--- config.mk ---
export PLATFORM = sky130hd
export DESIGN_NAME = sfe_event_select
export DESIGN_NICKNAME = d
export VERILOG_FILES = /design/src/sfe_pkg.sv /design/src/sfe_match.sv /design/src/sfe_event_select.sv
export SDC_FILE = /design/constraint.sdc
export NUM_CORES = 1
export LEC_CHECK = 0
export ABC_AREA = 1
export BUFFER_PORTS_ARGS = -buffer_cell sky130_fd_sc_hd__buf_4
export CAP_MARGIN = 0
export CORE_MARGIN = 4
export CORE_UTILIZATION = 60
export DETAILED_ROUTE_END_ITERATION = 16
export PLACE_DENSITY = 0.81
export SKIP_LAST_GASP = 1
export SYNTH_ARGS = -nofsm -noshare
export SYNTH_HDL_FRONTEND = slang
export SYNTH_SLANG_ARGS = --single-unit
--- constraint.sdc ---
create_clock -name i_sys_clk -period 6.3 [get_ports i_sys_clk]
set_input_delay 0.315 -clock i_sys_clk [delete_from_list [all_inputs] [get_ports i_sys_clk]]
set_output_delay 0.315 -clock i_sys_clk [all_outputs]
set_load 0.1 [all_outputs]
--- src/sfe_pkg.sv ---
// Constants for the floating-point micro-op event selection block.
// Assumes a 32-bit classic Wishbone slave.
package sfe_pkg;
	// ==========================================
	// Register byte offsets
	localparam logic [7:0] SFE_OFS_SEL_A = 8'h00; // Event select a
	localparam logic [7:0] SFE_OFS_SEL_B = 8'h04; // Event select b
	localparam logic [7:0] SFE_OFS_CFG0 = 8'h08; // First counter config, word steps
	localparam logic [7:0] SFE_OFS_CNT0 = 8'h18; // First counter value, word steps
	localparam logic [7:0] SFE_OFS_UOP = 8'h28; // Last micro-op status
	// ==========================================
	// Field positions
	localparam int SFE_SEL_LSB = 25; // Event select field [31:25]
	localparam int SFE_SEL_MSB = 31;
	localparam int SFE_MASK_LSB = 9; // Event mask field [24:9]
	localparam int SFE_ALL_BIT = 15; // Mask bit "all", within mask field
	localparam int SFE_CSEL_LSB = 13; // Counter config select [15:13]
	localparam int SFE_CSEL_MSB = 15;
	// ==========================================
	// Event codes
	localparam logic [6:0] SFE_EV_PACKED_SINGLE = 7'h08;
	localparam logic [6:0] SFE_EV_PACKED_DOUBLE = 7'h0c;
	localparam logic [6:0] SFE_EV_SCALAR_SINGLE = 7'h0a;
	localparam logic [6:0] SFE_EV_SCALAR_DOUBLE = 7'h0e;
	localparam logic [6:0] SFE_EV_INT_SIMD64 = 7'h02;
	localparam logic [2:0] SFE_CSEL_FP = 3'h1; // Counter select for these events
	// ==========================================
	// Micro-op class bit positions on the dispatch vectors
	localparam int SFE_UC_PS = 0; // Packed single
	localparam int SFE_UC_PD = 1; // Packed double
	localparam int SFE_UC_SS = 2; // Scalar single
	localparam int SFE_UC_SD = 3; // Scalar double
	localparam int SFE_UC_I64 = 4; // 64-bit integer SIMD
	localparam int SFE_UC_N = 5;
	localparam logic [31:0] SFE_RST_WORD = 32'h0000_0000;
endpackage

--- src/sfe_match.sv ---
// Per-counter event qualifier: code match, mask check, lane count.
// Assumes select and config values are stable register outputs.
`timescale 1ns/1ps
module sfe_match #(
	parameter int LANES = 4 // Micro-ops dispatched per cycle
) (
	input wire logic [31:0] i_event_selection_ctrl_reg_word, // Event selection word
	input wire logic [31:0] i_cfg_word, // Counter config word
	input wire logic [LANES*sfe_pkg::SFE_UC_N-1:0] i_uop_class, // Class bits per lane
	input wire logic [LANES-1:0] i_uop_mem, // Lane operand from memory
	input wire logic [LANES-1:0] i_uop_rep_move, // Lane inside repeated string move
	output logic [$clog2(LANES+1)-1:0] o_incr // Qualifying micro-ops this cycle
);
	// ==========================================
	// Field decode
	wire [6:0] sel_code = i_event_selection_ctrl_reg_word[sfe_pkg::SFE_SEL_MSB:sfe_pkg::SFE_SEL_LSB];
	wire all_bit = i_event_selection_ctrl_reg_word[sfe_pkg::SFE_MASK_LSB + sfe_pkg::SFE_ALL_BIT];
	wire cfg_ok = i_cfg_word[sfe_pkg::SFE_CSEL_MSB:sfe_pkg::SFE_CSEL_LSB] == sfe_pkg::SFE_CSEL_FP;
	wire [sfe_pkg::SFE_UC_N-1:0] code_hit;
	assign code_hit[sfe_pkg::SFE_UC_PS] = sel_code == sfe_pkg::SFE_EV_PACKED_SINGLE;
	assign code_hit[sfe_pkg::SFE_UC_PD] = sel_code == sfe_pkg::SFE_EV_PACKED_DOUBLE;
	assign code_hit[sfe_pkg::SFE_UC_SS] = sel_code == sfe_pkg::SFE_EV_SCALAR_SINGLE;
	assign code_hit[sfe_pkg::SFE_UC_SD] = sel_code == sfe_pkg::SFE_EV_SCALAR_DOUBLE;
	assign code_hit[sfe_pkg::SFE_UC_I64] = sel_code == sfe_pkg::SFE_EV_INT_SIMD64;
	// Nothing counts without the mask bit or a valid select
	wire armed = all_bit & cfg_ok;
	// ==========================================
	// Per-lane qualify
	wire [LANES-1:0] lane_hit;
	genvar g;
	generate
		for (g = 0; g < LANES; g++) begin : g_lane
			wire [sfe_pkg::SFE_UC_N-1:0] cls = i_uop_class[g*sfe_pkg::SFE_UC_N +: sfe_pkg::SFE_UC_N];
			// Repeated string moves carry packed memory micro-ops too
			wire rep_ps = i_uop_rep_move[g] & i_uop_mem[g] & code_hit[sfe_pkg::SFE_UC_PS];
			// Memory or register operand both count for 64-bit integer SIMD
			assign lane_hit[g] = armed & (|(cls & code_hit) | rep_ps);
		end
	endgenerate
	// Population count: every lane counts, not one per instruction
	always_comb begin
		o_incr = '0;
		for (int i = 0; i < LANES; i++) begin
			o_incr = o_incr + {{($clog2(LANES+1)-1){1'b0}}, lane_hit[i]};
		end
	end
endmodule

--- src/sfe_event_select.sv ---
// Top of the floating-point micro-op event selection block.
// Assumes core clock at 20 MHz, classic Wishbone master, dispatch inputs
// synchronous to i_sys_clk.
//
// Our own choices: the register addresses and the Wishbone register port.
`timescale 1ns/1ps
module sfe_event_select #(
	parameter int LANES = 4, // Micro-ops dispatched per cycle
	parameter int CNT_W = 32 // Counter width, at most 32
) (
	input wire logic i_sys_clk, // Core clock
	input wire logic i_rst_b, // Async reset, active low
	input wire logic i_wb_cyc, // Wishbone cycle
	input wire logic i_wb_stb, // Wishbone strobe
	input wire logic i_wb_we, // Write enable
	input wire logic [7:0] i_wb_adr, // Byte address
	input wire logic [3:0] i_wb_sel, // Byte selects
	input wire logic [31:0] i_wb_dat, // Write data
	output logic [31:0] o_wb_dat, // Read data
	output logic o_wb_ack, // Acknowledge
	input wire logic [LANES*sfe_pkg::SFE_UC_N-1:0] i_uop_class, // Class bits per lane
	input wire logic [LANES-1:0] i_uop_mem, // Memory operand per lane
	input wire logic [LANES-1:0] i_uop_rep_move, // Repeated string move per lane
	output logic [CNT_W-1:0] o_cnt8, // Counter 8
	output logic [CNT_W-1:0] o_cnt9, // Counter 9
	output logic [CNT_W-1:0] o_cnt10, // Counter 10
	output logic [CNT_W-1:0] o_cnt11 // Counter 11
);
	localparam int IW = $clog2(LANES+1);
	// ==========================================
	// Storage
	logic [31:0] fp_event_select_reg_a; // Feeds counters 8 and 9
	logic [31:0] fp_event_select_reg_b; // Feeds counters 10 and 11
	logic [31:0] counter_config_ctrl_reg [4]; // One per counter
	logic [CNT_W-1:0] cnt_reg [4]; // Counters 8..11
	logic [sfe_pkg::SFE_UC_N-1:0] uop_seen_reg; // Classes seen last cycle
	logic [31:0] rdat_reg; // Read data
	logic ack_reg; // Ack flop
	wire [IW-1:0] incr [4];
	// ==========================================
	// Bus decode
	wire req = i_wb_cyc & i_wb_stb & ~ack_reg; // Ack drops one cycle after
	wire wr = req & i_wb_we;
	wire [31:0] bmask = {{8{i_wb_sel[3]}}, {8{i_wb_sel[2]}}, {8{i_wb_sel[1]}}, {8{i_wb_sel[0]}}};
	wire hit_a = i_wb_adr == sfe_pkg::SFE_OFS_SEL_A;
	wire hit_b = i_wb_adr == sfe_pkg::SFE_OFS_SEL_B;
	wire hit_u = i_wb_adr == sfe_pkg::SFE_OFS_UOP;
	wire [sfe_pkg::SFE_UC_N-1:0] seen_now;
	// ==========================================
	// Counters, config and qualifiers per counter
	genvar g;
	generate
		for (g = 0; g < 4; g++) begin : g_cnt
			wire hit_c = i_wb_adr == sfe_pkg::SFE_OFS_CFG0 + 8'(4*g);
			wire hit_n = i_wb_adr == sfe_pkg::SFE_OFS_CNT0 + 8'(4*g);
			// Counters 8,9 take select a; 10,11 take select b
			wire [31:0] event_selection_ctrl_reg = (g < 2) ? fp_event_select_reg_a : fp_event_select_reg_b;
			sfe_match #(.LANES(LANES)) u_match (
				.i_event_selection_ctrl_reg_word(event_selection_ctrl_reg),
				.i_cfg_word(counter_config_ctrl_reg[g]),
				.i_uop_class(i_uop_class),
				.i_uop_mem(i_uop_mem),
				.i_uop_rep_move(i_uop_rep_move),
				.o_incr(incr[g])
			);
			// Config register, byte-lane writes
			always_ff @(posedge i_sys_clk or negedge i_rst_b) begin
				if (!i_rst_b) begin
					counter_config_ctrl_reg[g] <= sfe_pkg::SFE_RST_WORD;
				end else if (wr && hit_c) begin
					counter_config_ctrl_reg[g] <= (counter_config_ctrl_reg[g] & ~bmask) | (i_wb_dat & bmask);
				end
			end
			// Counter: software write wins over increment that cycle
			always_ff @(posedge i_sys_clk or negedge i_rst_b) begin
				if (!i_rst_b) begin
					cnt_reg[g] <= '0;
				end else if (wr && hit_n) begin
					cnt_reg[g] <= CNT_W'(i_wb_dat);
				end else begin
					cnt_reg[g] <= cnt_reg[g] + CNT_W'(incr[g]);
				end
			end
		end
	endgenerate
	// Class activity summary, for software sanity checks
	generate
		for (g = 0; g < sfe_pkg::SFE_UC_N; g++) begin : g_seen
			wire [LANES-1:0] col;
			for (genvar l = 0; l < LANES; l++) begin : g_l
				assign col[l] = i_uop_class[l*sfe_pkg::SFE_UC_N + g];
			end
			assign seen_now[g] = |col;
		end
	endgenerate
	// ==========================================
	// Read mux, unmapped reads return zero
	logic [31:0] rmux;
	always_comb begin
		rmux = 32'h0000_0000;
		if (hit_a) begin
			rmux = fp_event_select_reg_a;
		end else if (hit_b) begin
			rmux = fp_event_select_reg_b;
		end else if (hit_u) begin
			rmux = 32'(uop_seen_reg);
		end
		for (int i = 0; i < 4; i++) begin
			if (i_wb_adr == sfe_pkg::SFE_OFS_CFG0 + 8'(4*i)) begin
				rmux = counter_config_ctrl_reg[i];
			end
			if (i_wb_adr == sfe_pkg::SFE_OFS_CNT0 + 8'(4*i)) begin
				rmux = 32'(cnt_reg[i]);
			end
		end
	end
	// ==========================================
	// Select registers and bus handshake
	always_ff @(posedge i_sys_clk or negedge i_rst_b) begin
		if (!i_rst_b) begin
			fp_event_select_reg_a <= sfe_pkg::SFE_RST_WORD;
			fp_event_select_reg_b <= sfe_pkg::SFE_RST_WORD;
			ack_reg <= 1'b0;
			rdat_reg <= sfe_pkg::SFE_RST_WORD;
			uop_seen_reg <= '0;
		end else begin
			ack_reg <= req; // One wait state, every address answered
			rdat_reg <= req ? rmux : rdat_reg;
			uop_seen_reg <= seen_now;
			if (wr && hit_a) begin
				fp_event_select_reg_a <= (fp_event_select_reg_a & ~bmask) | (i_wb_dat & bmask);
			end
			if (wr && hit_b) begin
				fp_event_select_reg_b <= (fp_event_select_reg_b & ~bmask) | (i_wb_dat & bmask);
			end
		end
	end
	// ==========================================
	// Outputs straight from flops
	assign o_wb_ack = ack_reg;
	assign o_wb_dat = rdat_reg;
	assign o_cnt8 = cnt_reg[0];
	assign o_cnt9 = cnt_reg[1];
	assign o_cnt10 = cnt_reg[2];
	assign o_cnt11 = cnt_reg[3];
endmodule

# --- After elaboration in Yosys (flattened, before gate mapping) ---
# Index checks and enable logic that the tools add are counted.
op_classes:
  addsub: 16
  multipliers: 0
  div: 0
  n_lt_le_gt_ge: 0
  n_eq_ne: 24
  n_shift: 0
  n_mux: 15
  n_bitwise: 66
  reduce_logical: 24
ops:
  columns: ["operator", "count"]
  rows:
  - ["2-to-1 mux 32 bit", 14]
  - ["AND 32 bit", 7]
  - ["OR 32 bit", 6]
  - ["adder 32 x 3 -> 32 bit", 4]
  - ["equality test 7 x 4 -> 1 bit (second input constant)", 8]
  - ["AND 5 bit", 8]
  - ["OR reduction 5 bit", 8]
  - ["AND 1 bit", 35]
  - ["equality test 8 x 5 -> 1 bit (second input constant)", 4]
  - ["inverter 32 bit", 1]
  - ["adder 3 x 1 -> 3 bit", 8]
  - ["equality test 8 x 6 -> 1 bit (second input constant)", 3]
  - ["OR reduction 4 bit", 5]
  - ["equality test 8 x 4 -> 1 bit (second input constant)", 2]
  - ["equality test 7 x 2 -> 1 bit (second input constant)", 2]
  - ["equality test 3 x 1 -> 1 bit (second input constant)", 4]
  - ["logical AND 1 bit", 10]
  - ["adder 1 x 1 -> 2 bit", 4]
  - ["equality test 8 x 3 -> 1 bit (second input constant)", 1]
  - ["zero test 8 bit", 1]
  - ["OR 1 bit", 8]
  - ["2-to-1 mux 5 bit", 1]
  - ["inverter 1 bit", 1]
word_totals:
  regBits: 358
  latch_bits: 0
  ramBits: 0
  romBits: 0
  input_bits: 77
  output_inout_bits: 161
  elab_cells: 158
  memories: 0

# --- Logic depth before layout (Yosys ltp) ---
depth:
  depth_word: 12
  depth_mapped: 25
  depth_no_buf: 25

# --- By module ---
# A second synthesis with hierarchy kept.
unflattened:
  hier_cells: 2723
  area_unflattened_um2: 20319.5
by_module_without_submodules:
  columns: ["mod", "n_inst", "cells_per_inst", "area_each_um2", "seq_area_each_um2"]
  rows:
  - ["sfe_event_select", 1, 2419, 18783.0, 8958.6]
  - ["sfe_match", 4, 76, 384.1, 0.0]

# --- Least setup slack after synthesis ---
# No wires, ideal clock.
synth_timing:
  kind: "reg2reg"
  startpoint: "register (tool-made name)"
  endpoint: "register cnt_reg, in the netlist o_cnt9[22]"
  setup_ns: 0.131
  t_arrival_ns: 3.866
  slack_ns: 2.304
  stages_incl_launch_ff: 22
  period_less_slack_ns: 3.996
  cell_sequence: "dfrtp_1 -> or3_1 -> nor4_1 -> nand2_1 -> nand3_1 -> nor2_1 -> nor2_1 -> ha_1 -> fa_1 -> ha_1 -> inv_1 -> fa_1 -> o21ai_1 -> inv_1 -> nor2_2 -> nand2_1 -> nor3_1 -> nand2_1 -> inv_1 -> nand3_1 -> nand3_1 -> o21ai_0"
synth_lines:
  columns: ["item", "line", "source"]
  rows:
  - ["to (signal, indexed assignment)", "sfe_event_select.sv:79", "cnt_reg[g] <= CNT_W'(i_wb_dat);"]
  - ["to (signal, indexed assignment)", "sfe_event_select.sv:81", "cnt_reg[g] <= cnt_reg[g] + CNT_W'(incr[g]);"]
  - ["to (decl)", "sfe_event_select.sv:35", "logic [CNT_W-1:0] cnt_reg [4];"]

==> impl_metrics.csv <==
group,metric,value,unit
drt,via_count,19900,
power_and_ir_drop,p_comb_share,11.1,%
global_routing,first_global_vias,19100,
clock_tree,maximum_clock_path_buffer_count,3,
power_and_ir_drop,netSwitchingFraction,28.1,%
critical_path,worst-path-max-fanout,5,
floorplan,die_y,189,um
timing,fmaxAchievable,202,MHz
power_and_ir_drop,static_leakage_power,11.3,nW
timing,clock_skew,0.0156,ns
drt,detail_route.first_pass.iterations,6,
logic_synthesis,synth_top_area_cell,"sky130_fd_sc_hd__dfrtp_1",
power_and_ir_drop,cellInternalPower,0.00389,W
global_routing,grt_use_total,40.5,%
logic_synthesis,synth.ff_latch_count,358,
critical_path,worstPathCellList,"or3_1 > nor4_1 > nand2_1 > nand3_1 > nor2_1 > nor2_1 > ha_1 > fa_1 > ha_1 > inv_1 > fa_1 > o21ai_1 > inv_1 > nor2_2 > nand2_1 > nor3_1 > nand2_1 > inv_1 > nor2_1 > o21ai_0 > o21ai_0",
timing,finalCriticalPeriod,4.94,ns
critical_path,worst-endpoint-required,6.69,ns
clock_tree,cts.sinks,358,
drt,routed_wire_length_per_instance,22.2,um
timing,max-slew-margin-rel,27.7,%
critical_path,timing_worst_setup_path_type,"register to register",
place,dp.final_hpwl,53500,um
layout,drive_gt1_share,13.6,%
layout,most_common_cell_after_layout_fill_and_taps_aside,"sky130_fd_sc_hd__nand2_1",
clock_tree,cts.htree.levels,2,
clock_tree,root_buffer,"sky130_fd_sc_hd__clkbuf_16",
drt,drt_first_iter_violations,2286,
floorplan,die_area,35800,um2
min_path,hold-path-cell-count,3,
run,cap_viol_max_count,0,
critical_path,critPathSlowestCell,"sky130_fd_sc_hd__nor4_1",
timing,transition_time_at_the_pin_with_the_least_slew_margin,1.08,ns
logic_synthesis,synth_top_cells_by_area,"sky130_fd_sc_hd__dfrtp_1 45%, sky130_fd_sc_hd__nand2_1 17%, sky130_fd_sc_hd__o21ai_0 7.4%",
floorplan,boundaryPins,238,
clock_tree,cts.repair_timing.setup_buffer_count,0,
layout,flow.area_growth_from_synthesis,17.5,%
timing,post-route-period-util,78.4,%
layout,layout.area.seq,8960,um2
power_and_ir_drop,power_density_over_cell_area,234,nW/um2
outcome,status,"finished clean",
logic_synthesis,synth_nets,2739,
critical_path,ff2ff_path_depth,21,
drt,drc,0,
min_path,hp-class,"primary input to register",
place,gp_congestion,1.04,
critical_path,worst_path_largest_cell_delay,0.51,ns
floorplan,floorplan.initialDensity,60.8,%
logic_synthesis,yosys.area.top_type_share,45.4,%
power_and_ir_drop,ir_drop,0.218,mV
logic_synthesis,synth_area,19700,um2
timing,unrepaired_setup_endpoints_after_global_routing,"no",
layout,num-nets-final,2951,
clock_tree,worst_skew_pair.late_latency,0.56,ns
power_and_ir_drop,netSwitchingPower,0.00152,W
layout,num-fill-cells,2666,
clock_tree,numCtsBuffers,39,
global_routing,gr-total-overflow,0,
layout,layout.cells.most_common_list,"903 x sky130_fd_sc_hd__nand2_1, 358 x sky130_fd_sc_hd__dfrtp_1, 292 x sky130_fd_sc_hd__o21ai_0",
min_path,hold_path_end,"o_cnt10[10]$_DFF_PN0_",
global_routing,grt_antenna_before_repair,1,
place,io_buffers,237,
critical_path,timing.rr.end,"o_cnt9[18]$_DFF_PN0_",
drt,vias_per_cell,6.01,
timing,report.final.setup_viol,0,
timing,final.setup.tns,0,ns
logic_synthesis,synth-seq-area-share,45.4,%
critical_path,timing.reg2reg.setup_slack,1.36,ns
logic_synthesis,netlist-cell-type-count,45,
logic_synthesis,synthesis.instances,2634,
critical_path,worst_setup_path_start_kind,"register",
drt,drt-total-wl,73500,um
floorplan,row_count,66,
critical_path,crit_arrival,5.33,ns
timing,report.final.slew_viol_count,0,
power_and_ir_drop,power.sequential.fraction,44.5,%
clock_tree,tritoncts,"yes",
global_routing,grt_max_degree,163,
drt,postRouteAntennaNets,0,
timing,final_hold_viol_count,0,
power_and_ir_drop,power.clock.fraction,44.4,%
floorplan,die_x,189,um
logic_synthesis,synth.avg_cell_area,7.49,um2
critical_path,worstSetupEndpointType,"register",
layout,multi_input_comb_area,9350,um2
floorplan,core,32500,um2
logic_synthesis,synth.yosys.warnings,0,
min_path,hold_path.startpoint,"i_wb_dat[10]",
power_and_ir_drop,post-layout-total-power,0.00541,W
global_routing,wire_length_of_the_first_global_routing_pass,112000,um
clock_tree,cts.reportedPaths.clkPinSlew,0.07,ns
## power by group through the flow
stage	Clock (W)	Combinational, W	Sequential, W
6_report	0.00240	0.000603	0.00241
5_1_grt	0.00250	0.000636	0.00241
4_1_cts	0.00240	0.000602	0.00240
3_5_place_dp	0	0.000594	0.00245
3_3_place_gp	0	0.000589	0.00244
2_1_floorplan	0	0.000121	0.00267
## timing repair
item                      4_1_cts  5_1_grt
hold buffers                   12        0
hold endpoints to repair      130        0
resized for setup               0        0
## worst max-delay path: cells and delay by family, from the launching register on
kind            cells  cell delay [ns]
simple gates       11             2.12
fa+ha+maj           4             1.41
compound gates      3             0.56
flops               1             0.39
buf+inv             3             0.28
## through the flow
step	hold slack, ns	cell area, um2	setup slack [ns]	cells	util (%)
after detailed placement	0.465	21700	1.59	3235	67.0
after floorplan	0.0194	19700	2.30	2634	-
after CTS	0.0108	23200	1.56	3312	71.4
final	0.0299	23200	1.36	3313	71.4
after global placement	0.454	21700	1.82	3235	67.0
after global routing	0.0296	23200	1.16	3312	71.4
## layout make-up
| type | count | share of cell area, % |
|---|---|---|
| Antenna cell | 1 | 0.0108 |
| Clock buffer | 51 | 4.88 |
| Clock inverter | 14 | 0.804 |
| Inverter | 267 | 4.34 |
| Multi-Input combinational cell | 1921 | 40.3 |
| Sequential cell | 358 | 38.6 |
| Tap cell | 442 | 2.39 |
| Timing Repair Buffer | 259 | 8.60 |
## worst max-delay path by stage
stage	end	slack [ns]
3_5_place_dp	o_cnt9[18]$_DFF_PN0_	1.59
4_1_cts	o_cnt9[18]$_DFF_PN0_	1.56
3_3_place_gp	o_cnt10[26]$_DFF_PN0_	1.82
5_1_grt	o_cnt10[26]$_DFF_PN0_	1.16
2_1_floorplan	o_cnt9[22]$_DFF_PN0_	2.30
6_report	o_cnt9[18]$_DFF_PN0_	1.36
## cells in the mapped netlist, drive strengths merged
master and n:
nand4 82, a21boi 1, clkinv 8, xor2 69, dfrtp 358, o22ai 13, nor2 213, or3 1
or4 2, nor3b 5, a31oi 4, or2 9, a21oi 14, fa 8, nand3b 2, clkbuf 45
a22oi 1, o21ai 350, o21bai 1, inv 259, nand2 906, nor4 19, a211oi 4, and2 1
nor3 54, ha 20, xnor2 27, nand3 115, buf 43
## logic make-up after synthesis
family          Yosys count  share of synthesized area, %
compound gates          388                          10.1
flops                   358                          45.4
fa+ha+maj                28                          2.08
xor+xnor                 96                          4.26
buf+inv                 355                          7.20
simple gates           1409                          30.9
## per-layer routing
| metal | wire length (um) | global-route usage, % |
|---|---|---|
| met1 | 27800 | 53.6 |
| met2 | 32800 | 63.0 |
| met3 | 8370 | 9.51 |
| met4 | 4530 | 20.8 |
| met5 | 13 | 0 |
No activity file was read; power rests on OpenSTA's default activity.
